===== config.mk =====
export PLATFORM = sky130hd
export DESIGN_NAME = apf_regs
export DESIGN_NICKNAME = d
export VERILOG_FILES = /design/src/apf_pkg.sv /design/src/apf_regs.sv /design/src/apf_pixel_path.sv
export VERILOG_INCLUDE_DIRS = /design/src
export SDC_FILE = /design/constraint.sdc
export NUM_CORES = 1
export LEC_CHECK = 0
export BUFFER_PORTS_ARGS = -buffer_cell sky130_fd_sc_hd__buf_2
export CAP_MARGIN = 0
export CORE_ASPECT_RATIO = 0.75
export CORE_MARGIN = 4
export CORE_UTILIZATION = 50
export DETAILED_ROUTE_END_ITERATION = 6
export GPL_ROUTABILITY_DRIVEN = 0
export GPL_TIMING_DRIVEN = 0
export PLACE_DENSITY = 0.85
export SETUP_SLACK_MARGIN = 0.05
export SLEW_MARGIN = 30
export SYNTH_ARGS = -nofsm -noshare
export SYNTH_HDL_FRONTEND = slang
export SYNTH_SLANG_ARGS = --single-unit

===== constraint.sdc =====
create_clock -name clk -period 3.4 [get_ports clk]
set_input_delay 0.17 -clock clk [delete_from_list [all_inputs] [get_ports clk]]
set_output_delay 0.17 -clock clk [all_outputs]
set_load 0.005 [all_outputs]

===== src/apf_consts.svh =====
// Purpose: Named constants for the custom-format register bank
// Assumes: Quadlet registers, bit 0 of a field list is the quadlet MSB
// Notes: Included by the register bank and the pixel stage; the package does not include it
`ifndef APF_CONSTS_SVH
`define APF_CONSTS_SVH

// ****************************************************************
// Addressing
// ****************************************************************
`define APF_BASE_ADDR 48'hffff_f1f0_0100
`define APF_OFS_MAX_SIZE 12'h000
`define APF_OFS_STEP 12'h004
`define APF_OFS_POSITION 12'h008
`define APF_OFS_SIZE 12'h00c
`define APF_OFS_CODE_SEL 12'h010
`define APF_OFS_CODE_SUP 12'h014
`define APF_OFS_LAST 12'h014

// ****************************************************************
// Field positions (quadlet bit 0 = vector bit 31)
// ****************************************************************
`define APF_HI_MSB 31
`define APF_HI_LSB 16
`define APF_LO_MSB 15
`define APF_LO_LSB 0
`define APF_CODE_MSB 31
`define APF_CODE_LSB 24

// ****************************************************************
// Values and reset values
// ****************************************************************
`define APF_MAX_WIDTH 16'h056c
`define APF_MAX_HEIGHT 16'h040e
`define APF_COL_STEP 16'h0002
`define APF_ROW_STEP 16'h0002
`define APF_POS_RESET 16'h0000
`define APF_CODE_RESET 8'h00
`define APF_CODE_SUPPORT 32'h8000_0000
`define APF_ZERO_WORD 32'h0000_0000

`endif


===== src/apf_pkg.sv =====
// Purpose: Types for the custom-format register bank
// Assumes: Constants come from apf_consts.svh
// Notes: Holds pixel coding codes and the half-quadlet field type
package apf_pkg;

  typedef enum logic [7:0] {
    APF_CODE_MONO8 = 8'h00,
    APF_CODE_YUV411 = 8'h01,
    APF_CODE_YUV422 = 8'h02,
    APF_CODE_YUV444 = 8'h03,
    APF_CODE_RGB8 = 8'h04,
    APF_CODE_MONO16 = 8'h05,
    APF_CODE_RGB16 = 8'h06,
    APF_CODE_SMONO16 = 8'h07,
    APF_CODE_SRGB16 = 8'h08,
    APF_CODE_RAW8 = 8'h09,
    APF_CODE_RAW16 = 8'h0a
  } apf_code_e;

  typedef logic [15:0] apf_half_t;

endpackage


===== src/apf_regs.sv =====
// Purpose: Register bank and pixel steering for the second custom mode
// Assumes: Quadlet requests come from the serial-bus link layer on clk
// Notes: One request per cycle at most; answer follows one edge later
`timescale 1ns/1ns
`default_nettype none
`include "apf_consts.svh"

module apf_regs
  import apf_pkg::*;
#(
  parameter logic [15:0] MAX_WIDTH = `APF_MAX_WIDTH,
  parameter logic [15:0] MAX_HEIGHT = `APF_MAX_HEIGHT,
  parameter logic [15:0] COL_STEP = `APF_COL_STEP,
  parameter logic [15:0] ROW_STEP = `APF_ROW_STEP
) (
  // Clock and reset
  input wire logic clk,
  input wire logic rst,
  input wire logic ce,
  // Quadlet request from link layer
  input wire logic req_valid,
  input wire logic req_write,
  input wire logic [47:0] req_addr,
  input wire logic [31:0] req_wdata,
  // Quadlet answer to link layer
  output logic resp_valid,
  output logic resp_err,
  output logic [31:0] resp_rdata,
  // Area of interest and coding to the imaging core
  output logic [15:0] aoi_left,
  output logic [15:0] aoi_top,
  output logic [15:0] aoi_width,
  output logic [15:0] aoi_height,
  output logic [7:0] pixel_format_code,
  // Sensor pixels in, formatted pixels out
  input wire logic [7:0] sensor_pixel,
  input wire logic sensor_valid,
  output logic [7:0] pix_data,
  output logic pix_valid
);

  // ****************************************************************
  // Helpers
  // ****************************************************************
  // Places the field at bit 0 in the upper half of the quadlet
  function automatic logic [31:0] quad(input apf_half_t f0,
                                       input apf_half_t f16);
    quad = {f0, f16};
  endfunction

  function automatic logic sel(input logic [47:0] ofs,
                               input logic [11:0] want);
    sel = (ofs == {36'h0_0000_0000, want});
  endfunction

  // ****************************************************************
  // Address decode
  // ****************************************************************
  // offset is address minus base
  wire [47:0] req_ofs = req_addr - `APF_BASE_ADDR;
  wire in_range = (req_ofs <= {36'h0_0000_0000, `APF_OFS_LAST});
  wire aligned = (req_ofs[1:0] == 2'b00);
  wire hit = in_range && aligned;
  wire sel_max = sel(req_ofs, `APF_OFS_MAX_SIZE);
  wire sel_step = sel(req_ofs, `APF_OFS_STEP);
  wire sel_pos = sel(req_ofs, `APF_OFS_POSITION);
  wire sel_size = sel(req_ofs, `APF_OFS_SIZE);
  wire sel_code = sel(req_ofs, `APF_OFS_CODE_SEL);
  wire sel_sup = sel(req_ofs, `APF_OFS_CODE_SUP);
  wire do_access = ce && req_valid;
  wire wr_pos = do_access && req_write && sel_pos;
  wire wr_size = do_access && req_write && sel_size;
  wire wr_code = do_access && req_write && sel_code;

  // ****************************************************************
  // Read data
  // ****************************************************************
  // max size word
  wire [31:0] max_word = quad(MAX_WIDTH, MAX_HEIGHT);
  wire [31:0] step_word = quad(COL_STEP, ROW_STEP);
  wire [31:0] pos_word = quad(aoi_left, aoi_top);
  wire [31:0] size_word = quad(aoi_width, aoi_height);
  wire [31:0] code_word = {pixel_format_code, 24'h00_0000};
  wire [31:0] sup_word = `APF_CODE_SUPPORT;
  wire [31:0] read_mux =
    sel_max ? max_word :
    sel_step ? step_word :
    sel_pos ? pos_word :
    sel_size ? size_word :
    sel_code ? code_word :
    sel_sup ? sup_word : `APF_ZERO_WORD;

  // ****************************************************************
  // Writable registers
  // ****************************************************************
  // position fields
  always_ff @(posedge clk or posedge rst) begin
    if (rst) begin
      aoi_left <= `APF_POS_RESET;
      aoi_top <= `APF_POS_RESET;
    end else if (wr_pos) begin
      aoi_left <= req_wdata[`APF_HI_MSB:`APF_HI_LSB];
      aoi_top <= req_wdata[`APF_LO_MSB:`APF_LO_LSB];
    end
  end

  always_ff @(posedge clk or posedge rst) begin
    if (rst) begin
      aoi_width <= `APF_MAX_WIDTH;
      aoi_height <= `APF_MAX_HEIGHT;
    end else if (wr_size) begin
      aoi_width <= req_wdata[`APF_HI_MSB:`APF_HI_LSB];
      aoi_height <= req_wdata[`APF_LO_MSB:`APF_LO_LSB];
    end
  end

  always_ff @(posedge clk or posedge rst) begin
    if (rst) begin
      pixel_format_code <= `APF_CODE_RESET;
    end else if (wr_code) begin
      pixel_format_code <= req_wdata[`APF_CODE_MSB:`APF_CODE_LSB];
    end
  end

  // ****************************************************************
  // Answer
  // ****************************************************************
  always_ff @(posedge clk or posedge rst) begin
    if (rst) begin
      resp_valid <= 1'b0;
      resp_err <= 1'b0;
      resp_rdata <= `APF_ZERO_WORD;
    end else if (ce) begin
      resp_valid <= req_valid;
      resp_err <= req_valid && !hit;
      if (req_valid) begin
        resp_rdata <= req_write ? `APF_ZERO_WORD : read_mux;
      end
    end
  end

  // ****************************************************************
  // Pixel stage
  // ****************************************************************
  apf_pixel_path u_pixel_path (
    .clk(clk),
    .rst(rst),
    .ce(ce),
    .pixel_format_code(pixel_format_code),
    .sensor_pixel(sensor_pixel),
    .sensor_valid(sensor_valid),
    .pix_data(pix_data),
    .pix_valid(pix_valid)
  );

  // ****************************************************************
  // Checks
  // ****************************************************************
  wire rd_req = do_access && !req_write;

  property p_base_err;
    @(posedge clk) disable iff (rst)
    (do_access && !hit) |=> (resp_valid && resp_err);
  endproperty
  a_base_err: assert property (p_base_err)
    else $error("bad address ok");

  property p_max_read;
    @(posedge clk) disable iff (rst)
    (rd_req && sel_max) |=> (resp_rdata[31:16] == MAX_WIDTH &&
                             resp_rdata[15:0] == MAX_HEIGHT);
  endproperty
  a_max_read: assert property (p_max_read)
    else $error("max size wrong");

  property p_col_step;
    @(posedge clk) disable iff (rst)
    (rd_req && sel_step) |=> (resp_rdata[31:16] == COL_STEP);
  endproperty
  a_col_step: assert property (p_col_step)
    else $error("col step wrong");

  property p_row_step;
    @(posedge clk) disable iff (rst)
    (rd_req && sel_step) |=> (resp_rdata[15:0] == ROW_STEP);
  endproperty
  a_row_step: assert property (p_row_step)
    else $error("row step wrong");

  property p_pos_write;
    @(posedge clk) disable iff (rst)
    wr_pos |=> (aoi_left == $past(req_wdata[31:16]) &&
                aoi_top == $past(req_wdata[15:0]));
  endproperty
  a_pos_write: assert property (p_pos_write)
    else $error("pos not stored");

  property p_size_hold;
    @(posedge clk) disable iff (rst)
    (!wr_size) |=> $stable(aoi_width) && $stable(aoi_height);
  endproperty
  a_size_hold: assert property (p_size_hold)
    else $error("size changed");

  property p_code_read;
    @(posedge clk) disable iff (rst)
    (rd_req && sel_code) ##1 (!wr_code)
      |-> (resp_rdata[23:0] == 24'h00_0000 &&
           resp_rdata[31:24] == pixel_format_code);
  endproperty
  a_code_read: assert property (p_code_read)
    else $error("code word bad");

  property p_sup_read;
    @(posedge clk) disable iff (rst)
    (rd_req && sel_sup) |=> (resp_rdata == `APF_CODE_SUPPORT);
  endproperty
  a_sup_read: assert property (p_sup_read)
    else $error("support bad");

  property p_ro_write;
    @(posedge clk) disable iff (rst)
    (do_access && req_write && (sel_max || sel_step || sel_sup))
      |=> $stable(aoi_left) && $stable(pixel_format_code);
  endproperty
  a_ro_write: assert property (p_ro_write)
    else $error("ro write acted");

endmodule
`default_nettype wire


===== src/apf_pixel_path.sv =====
// Purpose: Pixel output stage steered by the selected pixel coding
// Assumes: Sensor pixels arrive on the same clock
// Notes: Only the Mono8 coding (code 0) is supported; others emit nothing
`timescale 1ns/1ns
`default_nettype none
`include "apf_consts.svh"

module apf_pixel_path
  import apf_pkg::*;
(
  // Clock and reset
  input wire logic clk,
  input wire logic rst,
  input wire logic ce,
  // Coding select
  input wire logic [7:0] pixel_format_code,
  // Sensor side
  input wire logic [7:0] sensor_pixel,
  input wire logic sensor_valid,
  // Output side
  output logic [7:0] pix_data,
  output logic pix_valid
);

  wire code_raw8 = (pixel_format_code == APF_CODE_MONO8);
  wire take = sensor_valid && code_raw8;

  // ****************************************************************
  // Raw output register
  // ****************************************************************
  // raw pass-through
  always_ff @(posedge clk or posedge rst) begin
    if (rst) begin
      pix_data <= 8'h00;
      pix_valid <= 1'b0;
    end else if (ce) begin
      pix_valid <= take;
      if (take) begin
        pix_data <= sensor_pixel;
      end
    end
  end

  property p_raw_pass;
    @(posedge clk) disable iff (rst)
    (ce && take) |=> (pix_valid && pix_data == $past(sensor_pixel));
  endproperty
  a_raw_pass: assert property (p_raw_pass)
    else $error("raw pixel altered");

endmodule
`default_nettype wire


==> flow_summary.ini <==
[power]
switchingPower_w = 0.000762
p_clk_share_pct = 51.8
p_per_area_mw_per_mm2 = 438
max-vdd-ir-drop_uv = 455
switching_share_pct = 22.1
internal_power_w = 0.00269
power_frac_seq_pct = 40.5
combPwrFrac_pct = 7.7
fin_total_pwr_w = 0.00345
p_leak_nw = 4.05

[timing]
clock.fmax_ghz = 0.317
period_minus_slack_ns = 3.15
fin_ws_ns = 0.249
slew_headroom_pct = 43.1
rsz0062_at_grt = no
tightest_slew_ns = 0.854
setup_viol = 0
slew_violations = 0
finClkSkew_ns = 0.00567
fin_crit_sh_pct = 92.7
hold_viol_final = 0
setup_tns_ns = 0

[synthesis]
syn_nets = 617
synth_area_leaders = dfrtp_1 (46%), mux2_1 (12%), dfstp_2 (4.6%), mux2_2 (3.9%), nand2_1 (3.9%)
synth.ff_latch_count = 115
post_synth_num_cell_types = 50
ys_async_sr_fraction_pct = 100
syn_inst = 523
syn-cell-area_mm2 = 0.00572
synth-seq-area-share_pct = 50.5
synth_largest_area_cell = dfrtp_1
yosysWarnings = 0
synth-edff-count = 0
ys_dominant_reg_cell = dfrtp_1
synth_top_area_share_pct = 45.9
avgSynthCellArea_um2 = 10.9

[final_layout]
design_area_mm2 = 0.00787
nets = 875
seq_area_mm2 = 0.00289
area.growth.synth_to_final_pct = 37.6
finish.utilization_pct = 71.1
antennaDiodeCount = 0
drive_gt1_share_pct = 36.0
multi_input_area_mm2 = 0.00270
fillers = 766

[floorplanning]
start_util_pct = 51.7
io_pins = 209
chipHeight_um = 101
die-area_mm2 = 0.0132
core_mm2 = 0.0111
die_w_um = 132
std_cell_rows = 33

[global_routing]
gr-total-overflow = 0
grt_first_pass_wirelength_mm = 29.2
antenna_found_initial = 0
grt_pass1_vias = 5560
grt_max_degree = 70
grtUsageTotal_pct = 28.2

[clocking]
clockBufferDepth = 2
cts_tree = done
clk_latency_ns = 0.41
path_clk_slew_ns = 0.05
cts.sinks = 115
root_buffer = clkbuf_16
cts_made_buffers = 17
htree_num_levels = 4

[detailed_routing]
routedWlPerCell_um = 20.0
drt_first_pass_iters = 5
drc_errors = 0
totalWireLength_mm = 18.7
drtIter0Drc = 511
vias_per_cell = 5.83
num_vias = 5447
antenna_left = 0

[setup_path]
worst_setup_path_start_kind = input pin
crit_fanout = 10
critical_path_arrival_ns = 3.44
critPathKind = in2reg
required_ns = 3.69
critPathCaptureType = flop

[run_status]
outcome = completed

[placement]
post-place-ws_ns = -0.297
dp_hpwl_mm = 13.4
place_area_mm2 = 0.00696
portBuffers = 206

[hold_path]
hp-class = in2reg

[run]
drv_cap = 0
-- final cells by class --
type | count | share of cell area, %
Inverter | 8 | 0.445
Multi-Input combinational cell | 374 | 34.3
Sequential cell | 115 | 36.7
Clock inverter | 11 | 1.70
Clock buffer | 21 | 5.85
Buffer | 26 | 1.35
Timing Repair Buffer | 239 | 17.4
Tap cell | 140 | 2.23
-- cells by family after synthesis --
logic type,count (synthesis),share of synthesized area [%]
xor+xnor,5,0.765
mux,98,18.9
buf+inv,34,2.38
flops,115,50.5
simple gates,173,16.1
compound gates,98,11.3
-- through the flow --
stage | cells | hold slack (ns)
6_report | 934 | 0.00249
5_1_grt | 934 | 0.00592
4_1_cts | 930 | 0.000710
3_5_place_dp | 870 | 0.217
3_3_place_gp | 869 | 0.391
2_1_floorplan | 523 | 0.277
-- cells in the mapped netlist (all sizes together) (2+ instances only) --
master and number:
and3 7, or3 8, nand2b 6, nand4b 2, nor2 18, nor3 11, nand4 16, o31ai 17
nand3 12, and4b 2, a2111oi 5, a22o 5, nand2 59, nor4 13, a21oi 16, a22oi 2
inv 8, dfstp 10, o21ai 33, mux2 80, buf 10, dfrtp 105, nor4b 3, or4 4
and4 4, xnor2 4, o22ai 2, mux2i 18, clkbuf 16, o2111ai 2, a31oi 7, and2 6
-- registers in the layout, indices dropped and copies added (netlist names) --
name / flops
resp_valid: 1
aoi_left: 16
pixel_format_code: 8
aoi_top: 16
aoi_width: 16
resp_err: 1
resp_rdata: 32
u_pixel_path.pix_data: 8
u_pixel_path.pix_valid: 1
aoi_height: 16
-- path summary, 6_finish.rpt --
| check | start | endpoint | slack (ns) | cells past startpoint |
|---|---|---|---|---|
| worst max-delay path | req_addr[12] | aoi_height[0]$_DFFE_PP0P_ | 0.25 | 10 |
| worst min-delay path | req_wdata[4] | aoi_top[4]$_DFFE_PP0P_ | 0.002 | 2 |
| worst max register to register | pixel_format_code[6]$_DFFE_PP0P_ | u_pixel_path.pix_data[7]$_DFFE_PP0P_ | 1.43 | 3 |
| worst min register to register | resp_rdata[6]$_DFFE_PP0P_ | resp_rdata[6]$_DFFE_PP0P_ | 0.47 | 2 |
| max in group asynchronous | rst | aoi_height[3]$_DFFE_PP1P_ | 2.32 | 4 |
| min in group asynchronous | rst | aoi_left[4]$_DFFE_PP0P_ | 0.37 | 3 |
-- timing repair --
item	4_1_cts	5_1_grt
hold buffers	28	0
endpoints found under the hold margin	81	0
buffers inserted	0	4
resized for setup	0	1
setup endpoints to repair	0	71
-- power groups by stage --
stage	clock, W	sequential, W	combinational, W
final	0.00179	0.00140	0.000266
after global routing	0.00186	0.00140	0.000292
after CTS	0.00179	0.00140	0.000262
after detailed placement	0	0.00142	0.000236
after global placement	0	0.00142	0.000221
after floorplan	0	0.00142	0.000106
-- critical path, cell delays in order --
cell	delay (ns)
buf_2	0.11
or4_1	0.62
nor4_4	0.50
or3_1	0.17
buf_2	0.17
o31ai_1	0.15
a2111oi_4	0.50
nand4_1	0.34
buf_2	0.34
mux2_1	0.35
-- layer usage --
layer	wire, µm	GRT usage [%]	vias up	share of wire, %
met5	0	0	-	0
met1	7830	36.6	2640	42
li1	-	-	2482	-
met4	646	12.8	0	3.5
met2	8720	44.6	275	47
met3	1520	7.88	50	8.1
-- layout by cell type (no fill, tap or decap), types with 5 or more instances in the layout --
cell           netlist  routed
a21oi_1             16      16
a22o_1               5       5
a31oi_1              7       7
and2_1               6       6
and3_1               7       7
buf_2                7     213
clkbuf_1            16      18
clkbuf_16            0      17
clkinv_2             0       7
dfrtp_1            105     105
dfstp_2             10      10
dlygate4sd3_1        0      28
inv_1                8       7
mux2_1              60      60
mux2_2              20      20
mux2i_1             18      18
nand2_1             59      59
nand2b_1             6       6
nand3_1             12      12
nand4_1             15      15
nor2_1              18      18
nor3_1              10      10
nor4_1              12      11
o21ai_0             33      33
o31ai_1             17      17
or3_1                8       8
Note: power is estimated with default switching activity, not from simulation.
